===== src/clk_sw_pkg.sv =====
// Shared constants and types for the clock source switch and fail monitor.
package clk_sw_pkg;

  // Register byte addresses on the Avalon-MM slave.
  localparam logic [3:0] ADDR_CTRL = 4'h0;
  localparam logic [3:0] ADDR_KEY = 4'h4;

  // Clock source groups.
  localparam logic [1:0] GRP_SECONDARY = 2'h0;
  localparam logic [1:0] GRP_FAST_RC = 2'h1;
  localparam logic [1:0] GRP_LOW_POWER_RC = 2'h2;
  localparam logic [1:0] GRP_PRIMARY = 2'h3;

  // Field positions in osc_control_reg.
  localparam int BIT_SWITCH_ENABLE = 0;
  localparam int BIT_SEC_OSC_ENABLE = 1;
  localparam int BIT_CLOCK_FAIL = 3;
  localparam int BIT_LOCK = 5;
  localparam int NEW_GROUP_LSB = 8;
  localparam int CUR_GROUP_LSB = 12;
  localparam int FINE_TUNE_LSB = 16;

  // Reset values of software fields.
  localparam logic [3:0] FINE_TUNE_RESET = 4'h0;

  // Unlock keys written to the key register, low byte then high byte.
  localparam logic [7:0] KEY_LO_FIRST = 8'h46;
  localparam logic [7:0] KEY_LO_SECOND = 8'h57;
  localparam logic [7:0] KEY_HI_FIRST = 8'h78;
  localparam logic [7:0] KEY_HI_SECOND = 8'h9a;

  // Monitor select: bit 1 set disables switching and monitoring.
  localparam logic [1:0] MON_CFG_BOTH_ON = 2'h0;

  // PLL gain codes driven to the PLL.
  localparam logic [1:0] PLL_OFF = 2'h0;

  // Start-up counter: source edges, rising and falling, before a crystal clock is released.
  localparam logic [10:0] STARTUP_CYCLES = 11'h400;

  // Default fail window in low-power RC ticks.
  localparam int FAIL_WINDOW_DEFAULT = 8;

  typedef enum logic [1:0] {
    SW_IDLE = 2'b00,
    SW_START = 2'b01,
    SW_SWAP = 2'b11
  } switch_state_e;

  typedef enum logic [1:0] {
    KEY_NONE = 2'b00,
    KEY_LO_HALF = 2'b01,
    KEY_HI_HALF = 2'b11
  } key_state_e;

endpackage


===== src/clock_source_switch.sv =====
// Clock source switch, start-up hold and fail-safe clock monitor.
//
// The address map and register access over Avalon-MM were decided locally.
`timescale 1ns/100ps

// Overview of operation
// Secondary oscillator runs whenever its enable set.
// Secondary clocks system only when selected and enabled.
// PLL gain four, eight or sixteen.
// Lock status mirrors PLL lock.
// Group 01 runs the fast RC oscillator.
// Signed four-bit fine tune of fast RC.
// Low-power RC clocks timer, watchdog, monitor.
// Low-power RC on at reset, then keep-alive.
// Low-power RC off without keep-alive after timer.
// Monitor enabled keeps low-power RC on except Sleep.
// Clock failure raises trap, selects fast RC.
// Failure loads group, sets flag, clears enable.
// Unstarted source at timer expiry is failure.
// Watchdog clock unaffected by clock failure.
// Only four groups; primary mode from configuration.
// Current group read-only; new group requests switch.
// Both group fields load from start configuration.
// Enable rises on switch start; clearing aborts.
// Monitor select 1x disables switching and monitor.
// Switching disabled: configuration selects, group reflects.
// Software avoids sources below 100 kHz.
// Crystal held for 1024 cycles on restart; the code counts 1024 source edges, 512 cycles.
// Unlock key pairs precede control register writes.
// Monitor checks source edges within tick window.
module clock_source_switch #(
  parameter int FAIL_WINDOW_TICKS = clk_sw_pkg::FAIL_WINDOW_DEFAULT
) (
  // Clock and reset
  input wire logic REF_CLK_I,
  input wire logic RESETN_I,
  // Avalon-MM slave
  input wire logic [3:0] AVS_ADDRESS_I,
  input wire logic AVS_READ_I,
  input wire logic AVS_WRITE_I,
  input wire logic [3:0] AVS_BYTEENABLE_I,
  input wire logic [31:0] AVS_WRITEDATA_I,
  output logic [31:0] AVS_READDATA_O,
  output logic AVS_WAITREQUEST_O,
  // Configuration straps, captured at reset
  input wire logic [1:0] START_GROUP_CFG_I,
  input wire logic [3:0] PRIMARY_MODE_CFG_I,
  input wire logic [1:0] MONITOR_SELECT_CFG_I,
  input wire logic WATCHDOG_CFG_ENABLE_I,
  // System status, same clock domain
  input wire logic SLEEP_I,
  input wire logic WATCHDOG_SOFT_ENABLE_I,
  // Asynchronous inputs
  input wire logic POWERUP_TIMER_DONE_I,
  input wire logic PLL_LOCK_I,
  input wire logic LOW_POWER_RC_CLK_I,
  input wire logic OSC_PROBE_I,
  // Oscillator controls
  output logic [1:0] CLK_SELECT_O,
  output logic [3:0] PRIMARY_MODE_O,
  output logic [1:0] PLL_GAIN_O,
  output logic PRIMARY_OSC_EN_O,
  output logic SECONDARY_OSC_EN_O,
  output logic LOW_POWER_RC_EN_O,
  output logic [3:0] FINE_TUNE_O,
  output logic [1:0] OSC_PROBE_SEL_O,
  output logic CLOCK_HOLD_O,
  output logic CLOCK_FAIL_TRAP_O
);
  import clk_sw_pkg::*;

  localparam int MON_W = $clog2(FAIL_WINDOW_TICKS + 1);
  localparam logic [MON_W-1:0] MON_LIMIT = MON_W'(FAIL_WINDOW_TICKS);

  typedef struct packed {
    logic [1:0] cfg_start;
    logic [3:0] cfg_mode;
    logic [1:0] cfg_mon;
    logic cfg_wdt;
    logic [1:0] cur_grp;
    logic [1:0] new_grp;
    logic sosc;
    logic switch_enable;
    logic cf;
    logic [3:0] tune;
    switch_state_e st;
    logic [10:0] sup_cnt;
    logic [MON_W-1:0] mon_cnt;
    logic [1:0] powerup_timer_s;
    logic [1:0] lock_s;
    logic [2:0] low_power_rc_s;
    logic [2:0] probe_s;
    logic powerup_timer_seen;
    key_state_e key_st;
    logic lo_arm;
    logic hi_arm;
    logic ack;
    logic [31:0] rdata;
    logic trap;
    logic hold;
    logic pri_en;
    logic low_power_rc_en;
  } state_s;

  state_s s_ff;
  state_s nxt_s;

  // PLL gain from the primary mode: 01 x4, 10 x8, 11 x16 when bit 2 set.
  function automatic logic [1:0] pll_gain(input logic [3:0] mode);
    pll_gain = mode[2] ? mode[1:0] : PLL_OFF;
  endfunction

  // Crystal sources need the start-up counter before release.
  function automatic logic is_crystal(input logic [1:0] grp, input logic [3:0] mode);
    is_crystal = (grp == GRP_SECONDARY) || (grp == GRP_PRIMARY && !mode[3]);
  endfunction

  logic sw_en;
  logic mon_en;
  logic powerup_timer_done;
  logic low_power_rc_tick;
  logic probe_edge;
  logic [1:0] probe_grp;
  logic src_ready;
  logic mon_active;
  logic fail;
  logic req;
  logic acc;
  logic [31:0] ctrl_word;

  always_comb begin
    sw_en = !s_ff.cfg_mon[1];
    mon_en = (s_ff.cfg_mon == MON_CFG_BOTH_ON);
    powerup_timer_done = s_ff.powerup_timer_s[1];
    low_power_rc_tick = s_ff.low_power_rc_s[1] && !s_ff.low_power_rc_s[2];
    probe_edge = s_ff.probe_s[1] ^ s_ff.probe_s[2];
    probe_grp = (s_ff.st == SW_IDLE) ? s_ff.cur_grp : s_ff.new_grp;
    // The secondary oscillator only clocks the system while enabled. see
    src_ready = !(probe_grp == GRP_SECONDARY && !s_ff.sosc)
      && (!is_crystal(probe_grp, s_ff.cfg_mode) || s_ff.sup_cnt == STARTUP_CYCLES)
      && (probe_grp != GRP_PRIMARY || pll_gain(s_ff.cfg_mode) == PLL_OFF
        || s_ff.lock_s[1]);
    mon_active = mon_en && !SLEEP_I && powerup_timer_done && s_ff.st == SW_IDLE
      && s_ff.cur_grp != GRP_FAST_RC;
    // Missing edges within the window, or a source still starting at timer expiry.
    fail = (mon_active && s_ff.mon_cnt == MON_LIMIT)
      || (mon_en && s_ff.powerup_timer_s[1] && !s_ff.powerup_timer_seen && !src_ready
        && s_ff.cur_grp != GRP_FAST_RC);
    req = AVS_READ_I || AVS_WRITE_I;
    acc = req && s_ff.ack;
    ctrl_word = '0;
    ctrl_word[BIT_SWITCH_ENABLE] = s_ff.switch_enable;
    ctrl_word[BIT_SEC_OSC_ENABLE] = s_ff.sosc;
    ctrl_word[BIT_CLOCK_FAIL] = s_ff.cf;
    ctrl_word[BIT_LOCK] = s_ff.lock_s[1];
    ctrl_word[NEW_GROUP_LSB +: 2] = s_ff.new_grp;
    ctrl_word[CUR_GROUP_LSB +: 2] = s_ff.cur_grp;
    ctrl_word[FINE_TUNE_LSB +: 4] = s_ff.tune;

    nxt_s = s_ff;
    nxt_s.powerup_timer_s = {s_ff.powerup_timer_s[0], POWERUP_TIMER_DONE_I};
    nxt_s.lock_s = {s_ff.lock_s[0], PLL_LOCK_I};
    nxt_s.low_power_rc_s = {s_ff.low_power_rc_s[1:0], LOW_POWER_RC_CLK_I};
    nxt_s.probe_s = {s_ff.probe_s[1:0], OSC_PROBE_I};
    nxt_s.powerup_timer_seen = powerup_timer_done;
    nxt_s.trap = 1'b0;

    // Start-up counter restarts in Sleep so that wake-up waits again. see
    if (SLEEP_I) begin
      nxt_s.sup_cnt = '0;
    end else if (probe_edge && s_ff.sup_cnt != STARTUP_CYCLES) begin
      nxt_s.sup_cnt = s_ff.sup_cnt + 11'h001;
    end

    // Edges of the source reset the window; ticks fill it. see
    if (probe_edge || !mon_active) begin
      nxt_s.mon_cnt = '0;
    end else if (low_power_rc_tick && s_ff.mon_cnt != MON_LIMIT) begin
      nxt_s.mon_cnt = s_ff.mon_cnt + MON_W'(1);
    end

    // Avalon answer: one wait cycle, then data and write take effect.
    nxt_s.ack = req && !s_ff.ack;
    if (req && !s_ff.ack) begin
      nxt_s.rdata = (AVS_READ_I && AVS_ADDRESS_I == ADDR_CTRL) ? ctrl_word : '0;
    end
    if (acc) begin
      // An unlock lasts for the single next access only.
      nxt_s.lo_arm = 1'b0;
      nxt_s.hi_arm = 1'b0;
      nxt_s.key_st = KEY_NONE;
      if (AVS_WRITE_I && AVS_ADDRESS_I == ADDR_KEY && AVS_BYTEENABLE_I[0]) begin
        unique case (AVS_WRITEDATA_I[7:0])
          KEY_LO_FIRST: nxt_s.key_st = KEY_LO_HALF;
          KEY_HI_FIRST: nxt_s.key_st = KEY_HI_HALF;
          KEY_LO_SECOND: nxt_s.lo_arm = (s_ff.key_st == KEY_LO_HALF);
          KEY_HI_SECOND: nxt_s.hi_arm = (s_ff.key_st == KEY_HI_HALF);
          default: nxt_s.key_st = KEY_NONE;
        endcase
      end
      if (AVS_WRITE_I && AVS_ADDRESS_I == ADDR_CTRL) begin
        if (AVS_BYTEENABLE_I[0] && s_ff.lo_arm) begin
          nxt_s.switch_enable = AVS_WRITEDATA_I[BIT_SWITCH_ENABLE] && sw_en;
          nxt_s.sosc = AVS_WRITEDATA_I[BIT_SEC_OSC_ENABLE];
          // The fail flag can only be cleared by software, never set.
          nxt_s.cf = s_ff.cf && AVS_WRITEDATA_I[BIT_CLOCK_FAIL];
        end
        if (AVS_BYTEENABLE_I[1] && s_ff.hi_arm) begin
          nxt_s.new_grp = AVS_WRITEDATA_I[NEW_GROUP_LSB +: 2];
        end
        if (AVS_BYTEENABLE_I[2] && s_ff.hi_arm) begin
          nxt_s.tune = AVS_WRITEDATA_I[FINE_TUNE_LSB +: 4];
        end
      end
    end

    // Group switching among the four groups only. see
    unique case (s_ff.st)
      SW_IDLE: begin
        if (s_ff.switch_enable && s_ff.new_grp != s_ff.cur_grp) begin
          nxt_s.st = SW_START;
          nxt_s.sup_cnt = '0;
        end else if (s_ff.switch_enable) begin
          nxt_s.switch_enable = 1'b0;
        end
      end
      SW_START: begin
        if (!s_ff.switch_enable) begin
          nxt_s.st = SW_IDLE;
          nxt_s.sup_cnt = '0;
        end else if (src_ready) begin
          nxt_s.st = SW_SWAP;
        end
      end
      SW_SWAP: begin
        nxt_s.st = SW_IDLE;
        nxt_s.cur_grp = s_ff.new_grp;
        nxt_s.switch_enable = 1'b0;
      end
    endcase

    // Failure overrides any switch and any software write of switch enable or fail flag. see
    if (fail) begin
      nxt_s.cur_grp = GRP_FAST_RC;
      nxt_s.cf = 1'b1;
      nxt_s.switch_enable = 1'b0;
      nxt_s.st = SW_IDLE;
      nxt_s.trap = 1'b1;
    end

    // Without switching the straps select the source directly. see
    if (!sw_en) begin
      nxt_s.cur_grp = s_ff.cfg_start;
      nxt_s.switch_enable = 1'b0;
      nxt_s.st = SW_IDLE;
    end

    nxt_s.hold = (s_ff.st == SW_IDLE) && !src_ready;
    // The primary oscillator is shut off once fast RC has taken over; the secondary enable is kept. see
    nxt_s.pri_en = (s_ff.cur_grp == GRP_PRIMARY)
      || (s_ff.st != SW_IDLE && s_ff.new_grp == GRP_PRIMARY);
    // Low-power RC keeps running across a failure for the watchdog. see
    nxt_s.low_power_rc_en = !powerup_timer_done
      || (mon_en && !SLEEP_I)
      || s_ff.cfg_wdt
      || (!mon_en && WATCHDOG_SOFT_ENABLE_I)
      || s_ff.cur_grp == GRP_LOW_POWER_RC;

    if (!RESETN_I) begin
      nxt_s = '0;
      nxt_s.cfg_start = START_GROUP_CFG_I;
      nxt_s.cfg_mode = PRIMARY_MODE_CFG_I;
      nxt_s.cfg_mon = MONITOR_SELECT_CFG_I;
      nxt_s.cfg_wdt = WATCHDOG_CFG_ENABLE_I;
      nxt_s.cur_grp = START_GROUP_CFG_I;
      nxt_s.new_grp = START_GROUP_CFG_I;
      nxt_s.sosc = (START_GROUP_CFG_I == GRP_SECONDARY);
      nxt_s.tune = FINE_TUNE_RESET;
      nxt_s.st = SW_IDLE;
      nxt_s.key_st = KEY_NONE;
      nxt_s.hold = 1'b1;
      nxt_s.low_power_rc_en = 1'b1;
    end
  end

  always_ff @(posedge REF_CLK_I) begin
    s_ff <= nxt_s;
  end

  assign AVS_WAITREQUEST_O = req && !s_ff.ack;
  assign AVS_READDATA_O = s_ff.rdata;
  assign CLK_SELECT_O = s_ff.cur_grp;
  assign PRIMARY_MODE_O = s_ff.cfg_mode;
  assign PLL_GAIN_O = pll_gain(s_ff.cfg_mode);
  assign PRIMARY_OSC_EN_O = s_ff.pri_en;
  assign SECONDARY_OSC_EN_O = s_ff.sosc;
  // This enable is the clock of timer, watchdog and this monitor. see
  assign LOW_POWER_RC_EN_O = s_ff.low_power_rc_en;
  assign FINE_TUNE_O = s_ff.tune;
  assign OSC_PROBE_SEL_O = probe_grp;
  assign CLOCK_HOLD_O = s_ff.hold;
  assign CLOCK_FAIL_TRAP_O = s_ff.trap;
endmodule


===== config.mk =====
export PLATFORM = sky130hd
export DESIGN_NAME = clock_source_switch
export DESIGN_NICKNAME = d
export VERILOG_FILES = /design/src/clk_sw_pkg.sv /design/src/clock_source_switch.sv
export SDC_FILE = /design/constraint.sdc
export NUM_CORES = 1
export LEC_CHECK = 0
export BUFFER_PORTS_ARGS = -buffer_cell sky130_fd_sc_hd__buf_2
export CAP_MARGIN = 20
export CORE_MARGIN = 4
export CORE_UTILIZATION = 50
export DETAILED_ROUTE_END_ITERATION = 7
export PLACE_DENSITY = 0.79
export SETUP_SLACK_MARGIN = 0.4
export SYNTH_ARGS = -nofsm -noshare
export SYNTH_HDL_FRONTEND = slang
export SYNTH_SLANG_ARGS = --single-unit

===== constraint.sdc =====
create_clock -name REF_CLK_I -period 2.3 [get_ports REF_CLK_I]
set_input_delay 0.46 -clock REF_CLK_I [delete_from_list [all_inputs] [get_ports REF_CLK_I]]
set_output_delay 0.46 -clock REF_CLK_I [all_outputs]
set_load 0.005 [all_outputs]

==> results.md, run 1 <==
- The CTS root buffer is sky130_fd_sc_hd__clkbuf_8.
- The hold-critical path depth is 1.
- Once the floorplan was initialized, standard cells occupied 51.9% of the core.
- The post-layout minimum cycle time is 1930 ps.
- The final RePlAce weighted congestion is 0.839.
- The critical path startpoint category is a flip-flop.
- After legalization and detailed placement, the total HPWL measured 5050 µm.
- Among all cell types in the netlist, the one instantiated most often is sky130_fd_sc_hd__dfxtp_1.
- The number of antenna violations at the first check in global routing is 0.
- The first-pass GRT wire length is 10700 µm.
- For this design, the slowest cell found on the critical path is sky130_fd_sc_hd__or3_4.
- The average size of a mapped cell is 9.61 µm².
- The count of yosys warnings during synthesis is 0.
- The count of buffering cells on the critical path with inverters included is 2.
- In this run the deepest clock path goes through 2 buffers.
- The number of slew-limit violations in the final report is 0.
- The total negative setup slack is 0 ps.
- Synthesis produced 345 cells.
- The highest attainable clock frequency is 519 MHz.
- The switching component of the power is 0.595 mW.
- The area of the placeable core is 6390 µm².
- The endpoint kind of the worst setup timing path is a flip-flop.
- The hold buffer count at CTS is 0.
- Setup violations remaining at the end of the flow were counted as 0.
- For this run, the leading register cell type out of synthesis is sky130_fd_sc_hd__dfxtp_1.
- Clock-pin slew was measured on the worst setup and hold paths at 70 ps.
- IR analysis of the VDD net gives a maximum drop of 446 µV.
- The transition time at the pin with the least slew margin is 556 ps.
- Setup repair after global routing could not meet its margin everywhere.
- Measured along the x axis, the die boundary spans 89.4 µm.
- The peak fanout along the critical path is 5.
- In the post-synthesis netlist, the biggest area contributors are sky130_fd_sc_hd__dfxtp_1, sky130_fd_sc_hd__edfxtp_1, sky130_fd_sc_hd__buf_4, sky130_fd_sc_hd__nor2_1, sky130_fd_sc_hd__xor2_1.
- The source-to-sink clock delay at the later pin of the worst-skew pair is 350 ps.
- After detailed routing, the number of remaining DRC violations is 0.
- The total die area is 8000 µm².
- The max-cap violation count is 0.
- The fraction of final layout cells sized beyond drive strength 1 is 30.8%.
- The share of the Yosys chip area taken by registers is 45.9%.
- The power per unit of standard cell area is 620 nW/µm².
- The clock network accounts for 36.9% of the total power.
- The share of total power consumed by net switching is 24.6%.
- The clock net in this run drives a total of 69 sinks.
- The final routed wire length divided by cell count is 14.0 µm.
- The run finished with clean final reports.
- The cell family contributing the most delay on the critical path is simple AND/OR/NAND/NOR gates.
- Summed over all cells, the static leakage comes to 1.68 nW.
- At the worst endpoint, the arrival time is 2030 ps.
- From bottom edge to top edge, the die measures 89.4 µm.
- The floorplan has 29 rows.
- The number of synthesized flops with an enable pin is 14.
- The number of H-tree levels is 3.
- Entering global routing, the biggest net connects 27 pins.
- The largest incremental delay on the critical path is 390 ps.
- The fraction of registers with async set or reset after synthesis is 0%.
- Combinational cells account for 9.3% of the total power.
- Including well taps, the total number of placed cells is 467.
- The area of the mapped netlist is 3310 µm².
- The area growth from synthesis to layout is 17.6%.
- TritonCTS built the clock tree.
- The class of the tightest hold or removal check is input port to flip-flop.
- The signal on the critical path passes through inv_4 -> ha_4 -> mux2i_4 -> inv_2 -> nor2_2 -> o2111ai_2 -> o211ai_4 -> or3_4.
- The netlist uses 53 different library cells.
- The overflow left after global routing is 0.
- During I/O placement, the number of pins put on the boundary was 111.
- The number of global-route vias before repair is 2370.
- The number of buffer cells added on primary ports is 71.
- Measured against its own limit, the worst slew margin works out to 62.8%.
- The non-filler instance count after layout is 492.
- The TritonCTS buffer count is 9.
- The type of the worst setup path is flip-flop to flip-flop.
- The total global routing track utilization is 17.5%.
- The final routed wirelength across all metal layers is 6870 µm.
- The number of antenna diodes in the final layout is 0.
- The required time of the critical path is 2410 ps.
- In the finished design, the share of the clock period the worst path needs comes to 83.8%.
- The internal power consumption is 1.82 mW.
- The top-area cell type share of the netlist area is 33.2%.
- The number of hold violations in the final report was 0.
- The critical path runs through a total of 8 cells.
- Prior to clock tree synthesis, the placed netlist has a worst setup slack of 218 ps.
- Sorting the synthesized cells by how often they occur yields sky130_fd_sc_hd__dfxtp_1, sky130_fd_sc_hd__nor2_1, sky130_fd_sc_hd__buf_4, sky130_fd_sc_hd__nand2_1, sky130_fd_sc_hd__and2_1.
- The number of cell instances on the worst register-to-register path is 8.
- For the final database, setup skew stands at 5.43 ps.
- The sequential group share of total power is 53.9%.
- In the final design database the tool counted 477 nets.
- The number of iterations in the first detailed-routing pass is 4.
- The remaining number of nets flagged by the antenna check after routing is 0.
- The largest total area in the synthesized netlist belongs to sky130_fd_sc_hd__dfxtp_1.
- The via density per instance is 5.15.
- After synthesis the netlist holds a flip-flop and latch count of 69.
- The minimum setup slack in the final design is 373 ps.
- Across all layers, the routed design uses 2532 vias.
- The count of routing violations after the opening detailed-route iteration is 99.
[layer usage]
layer  share of wire (%)  global-route usage [%]  wire length [µm]
met1                  45                    22.0              3070
met2                  47                    27.7              3250
met3                 6.4                    3.96               437
met4                 1.7                    9.61               119
met5                   0                       0                 0
[kinds of logic (layout without fill, tap and decap cells)]
logic type	Yosys count	in the layout	share of synthesized area [%]
AO/OA/AOI/OAI	47	47	10.6
other	1	20	0.113
AND/OR/NAND/NOR	131	131	21.4
flip-flops	69	69	45.9
adder cells (fa/ha/maj)	8	8	3.02
buffers and inverters	64	115	12.1
XOR/XNOR	17	17	4.49
multiplexers	8	8	2.42
[repair_timing]
item,4_1_cts,5_1_grt
hold endpoints to repair,0,0
pin swaps,3,0
resized for setup,6,7
setup buffers,5,4
endpoints found under the setup margin,8,21
[state kept, by name, summed over array words and instances (netlist names)]
name / count
CLOCK_FAIL_TRAP_O: 1
s_ff: 36
CLOCK_HOLD_O: 1
FINE_TUNE_O: 4
PRIMARY_OSC_EN_O: 1
PRIMARY_MODE_O: 4
SECONDARY_OSC_EN_O: 1
AVS_READDATA_O: 12
CLK_SELECT_O: 2
ctrl_word: 5
LOW_POWER_RC_EN_O: 1
powerup_timer_done: 1
[per-stage QoR]
step           util (%)  cell area [µm²]  hold WS [ps]  power [mW]
2_1_floorplan         -             3460           409        1.48
5_1_grt            61.1             3900           270        2.52
4_1_cts            60.1             3840           277        2.42
3_3_place_gp       56.5             3610           417        1.53
3_5_place_dp       56.5             3610           417        1.54
6_report           61.1             3900           284        2.42
[final cells by class]
cell class	instances	area, µm²
clock buffers	12	156
clock inverters	4	21.3
fillers	555	2490
inverters	14	57.6
multi-input cells	231	1570
flip-flops and latches	69	1530
well taps	77	96.3
repair buffers	85	467
[worst reg2reg max path: cells and delay by family, from the launching register on]
family          cells  cell delay [ps]
simple gates        2              440
compound gates      2              360
flops               1              350
mux                 1              190
fa+ha+maj           1              170
buf+inv             2              160
[worst paths after layout]
| path | start | slack (ps) | to |
|---|---|---|---|
| worst max-delay path | s_ff[68] | 370 | CLK_SELECT_O[0] |
| worst min-delay path | PRIMARY_MODE_CFG_I[3] | 280 | PRIMARY_MODE_O[3] |
| worst min register to register | s_ff[45] | 430 | s_ff[46] |
| worst max register to register | s_ff[68] | 370 | CLK_SELECT_O[0] |
[layout by cell type, fill, tap and decap left out, types with 3 or more instances in the layout]
cell | netlist | routed
sky130_fd_sc_hd__buf_2 | 2 | 70
sky130_fd_sc_hd__dfxtp_1 | 55 | 53
sky130_fd_sc_hd__nor2_1 | 47 | 45
sky130_fd_sc_hd__nand2_1 | 20 | 20
sky130_fd_sc_hd__conb_1 | 1 | 20
sky130_fd_sc_hd__and2_1 | 15 | 15
sky130_fd_sc_hd__edfxtp_1 | 14 | 14
sky130_fd_sc_hd__xor2_1 | 14 | 14
sky130_fd_sc_hd__buf_4 | 42 | 14
sky130_fd_sc_hd__a22oi_1 | 12 | 12
sky130_fd_sc_hd__inv_1 | 13 | 9
sky130_fd_sc_hd__nand3_1 | 10 | 9
sky130_fd_sc_hd__clkbuf_8 | 0 | 9
sky130_fd_sc_hd__o21ai_0 | 10 | 8
sky130_fd_sc_hd__a21oi_1 | 7 | 7
sky130_fd_sc_hd__nand4_1 | 6 | 6
sky130_fd_sc_hd__mux2i_1 | 8 | 6
sky130_fd_sc_hd__ha_1 | 8 | 6
sky130_fd_sc_hd__nand2b_1 | 4 | 4
sky130_fd_sc_hd__inv_2 | 1 | 3
sky130_fd_sc_hd__nor3_2 | 1 | 3
sky130_fd_sc_hd__or3_4 | 2 | 3
sky130_fd_sc_hd__a32oi_1 | 3 | 3
sky130_fd_sc_hd__xnor2_1 | 3 | 3
[power groups by stage]
stage	clock network [mW]	registers (mW)	logic [mW]
2_1_floorplan	0	1.32	0.155
4_1_cts	0.911	1.30	0.209
3_3_place_gp	0	1.33	0.203
3_5_place_dp	0	1.33	0.207
5_1_grt	0.959	1.31	0.251
6_report	0.891	1.30	0.224
Note: power is estimated with default switching activity, not from simulation.
==> run 2: changes to the inputs <==
Clock period 2.3 ns to 1.9 ns, I/O delays scaled along.
==> results.md, run 2 (same netlist as run 1, synthesis figures left out) <==
- The power per unit of standard cell area is 754 nW/µm² (+22%).
- The critical path startpoint category is a flip-flop.
- The layout filler cell count came to 505 (-9.0%).
- The final routed wirelength across all metal layers came to 7540 µm (+9.6%).
- The first-pass GRT wire length is 11000 µm (+3.0%).
- The source-to-sink clock delay at the later pin of the worst-skew pair is 350 ps (about the same).
- The count of buffering cells on the critical path with inverters included is 2 (unchanged).
- The flow ran to the end, but the final reports show violations.
- The top-level port count is 111 (unchanged).
- The register containing the most flip-flops in the final layout is s_ff.
- Walking the worst path, the cells encountered are inv_4 -> ha_4 -> mux2i_4 -> inv_2 -> nor2_2 -> o2111ai_2 -> o211ai_4 -> or3_4.
- The overflow left after global routing is 0 (unchanged).
- STA classifies the critical path endpoint as a flip-flop.
- The total die area is 8000 µm² (unchanged).
- The type of the worst setup path is flip-flop to flip-flop.
- The share of the clock period used by the worst path after layout is 101% (+17 points).
- The top cell types in the final layout, fill and taps aside, are sky130_fd_sc_hd__buf_2, sky130_fd_sc_hd__dfxtp_1, sky130_fd_sc_hd__nor2_1.
- The area of the placeable core is 6390 µm² (unchanged).
- The number of flip-flops in the largest register is 36 (unchanged).
- The highest attainable clock frequency was 520 MHz (+0.18%).
- The static power due to leakage was 1.83 nW (+8.7%).
- The maximum count of clock buffers along a single path came to 2 (unchanged).
- The peak fanout along the critical path is 5 (unchanged).
- The area used by multi-input combinational logic is 1750 µm² (+11%).
- The transition time at the pin with the least slew margin is 536 ps (-20.0 ps).
- The class of the tightest hold or removal check is input port to flip-flop.
- The most common library cell in the layout ignoring fill and taps is sky130_fd_sc_hd__buf_2.
- The starting density of the core is 51.9% (unchanged).
- The clock slew at the register clock pins of the worst setup and hold paths is 70 ps (about the same).
- The hold-critical path depth is 1 (unchanged).
- The remaining number of nets flagged by the antenna check after routing is 0 (unchanged).
- The TritonCTS buffer count is 9 (unchanged).
- The number of hold violations in the final report is 0 (unchanged).
- The detailed placement HPWL came to 5290 µm (+4.8%).
- The total negative setup slack is -78.2 ps (-78.2 ps).
- The max-cap violation count is 0 (unchanged).
- The count of unresolved DRC violations after routing is 0 (unchanged).
- The fraction of final layout cells sized beyond drive strength 1 came to 40.3% (+9.5 points).
- The hold buffer count at CTS is 0 (unchanged).
- The count of routing violations after the opening detailed-route iteration came to 123 (+24%).
- The required time of the critical path is 2010 ps (-400 ps).
- The via density per instance is 5.21 (+1.1%).
- The count of endpoints failing setup in the final report is 5 (+5).
- The post-layout minimum cycle time is 1920 ps (-3.43 ps).
- The maximum resistive drop on vdd was 423 µV (-5.1%).
- The number of global-route vias before repair is 2448 (+3.3%).
- The largest incremental delay on the critical path was 390 ps (about the same).
- The number of slew-limit violations in the final report is 0 (unchanged).
- The clock net sink count was 69 (unchanged).
- The number of cell instances on the worst register-to-register path was 8 (unchanged).
- The total global routing track utilization is 18.0% (+0.46 points).
- The die height is 89.4 µm (unchanged).
- The number of iterations in the first detailed-routing pass is 4 (unchanged).
- The minimum setup slack in the final design was -23.4 ps (-397 ps).
- Setup repair after global routing could not meet its margin everywhere.
- The design area was 4300 µm² (+10%).
- The number of H-tree levels was 3 (unchanged).
- The area growth from synthesis to layout is 29.7%.
- The tightest slew margin relative to the limit is 64.0% (+1.2 points).
- The critical-path cell with the highest stage delay is sky130_fd_sc_hd__or3_4.
- The sequential cell area was 1530 µm² (about the same).
- The horizontal extent of the die came to 89.4 µm (unchanged).
- The detailed-route via count is 2660 (+5.1%).
- The minimum setup slack among reg-to-reg paths came to -20 ps (-400 ps).
- The number of antenna violations at the first check in global routing is 0 (unchanged).
- The number of logic stages on the critical path including buffering is 8 (unchanged).
- The post-route total power is 3.24 mW (+34%).
- The number of buffer cells added on primary ports is 71 (unchanged).
- The largest net degree at the start of global routing is 28 (+3.7%).
- The final routed wire length divided by cell count is 14.7 µm (+5.6%).
- The final RePlAce weighted congestion was 0.862 (+2.7%).
- The number of diodes added for antenna fixing was 0 (unchanged).
- The CTS root buffer is sky130_fd_sc_hd__clkbuf_8.
- The final net count is 496 (+4.0%).
- The checks that failed: negative setup slack.
- The site row count came to 29 (unchanged).
- The total cell area at the placement stage came to 3760 µm² (+4.3%).
- The maximum clock skew at final layout is 6.65 ps (+1.22 ps).
- Among cell families on the critical path, the largest total delay comes from simple AND/OR/NAND/NOR gates.
- The arrival time of data at the critical path endpoint came to 2030 ps (about the same).
- TritonCTS built the clock tree.
run 2: cell types whose count changed in the layout (fill, tap and decap cells not counted), sizes merged:
cell and delta:
clkinvlp -1, buf +18, clkinv -1, a211o +1, clkbuf +1, bufinv +1
run 2: cell type report:
class / count / area share [%]
multi-input cells: 232 / 40.7
flip-flops and latches: 69 / 35.5
repair buffers: 103 / 15.0
clock buffers: 13 / 4.19
well taps: 77 / 2.24
inverters: 14 / 1.34
clock inverters: 3 / 0.931
run 2: where the power goes:
group / total, mW / internal, mW / switching (mW)
clock network: 1.31 / 0.754 / 0.551
registers: 1.57 / 1.54 / 0.0303
logic: 0.365 / 0.175 / 0.191
total: 3.24 / 2.47 / 0.772
run 2: timing repair:
| item | in CTS | in global routing |
|---|---|---|
| setup endpoints to repair | 27 | 32 |
| pin swaps | 4 | 13 |
| buffers inserted | 3 | 9 |
| gates cloned | 1 | 0 |
| resized for setup | 13 | 36 |
run 2: final timing paths:
kind                         to                     from
max             CLK_SELECT_O[1]                 s_ff[68]
min                    s_ff[82]  MONITOR_SELECT_CFG_I[1]
max reg2reg     CLK_SELECT_O[1]                 s_ff[68]
min reg2reg  powerup_timer_done                 s_ff[50]
run 2: metrics by stage:
step | setup WS [ps] | util [%] | std cells | hold slack [ps]
floorplan | -30.3 | - | 364 | 409
global placement | -13.4 | 58.9 | 482 | 416
detailed placement | -45.7 | 58.9 | 482 | 422
CTS | -29.2 | 63.8 | 502 | 195
global route | -112 | 67.3 | 511 | 193
finish | -23.4 | 67.3 | 511 | 204
run 2: layer usage:
layer | vias to the layer above | wire length [µm] | GRT usage, %
met5 | - | 0 | 0
met4 | 0 | 154 | 8.39
met3 | 14 | 472 | 3.87
met2 | 100 | 3550 | 28.5
met1 | 1238 | 3360 | 23.3
li1 | 1308 | - | -
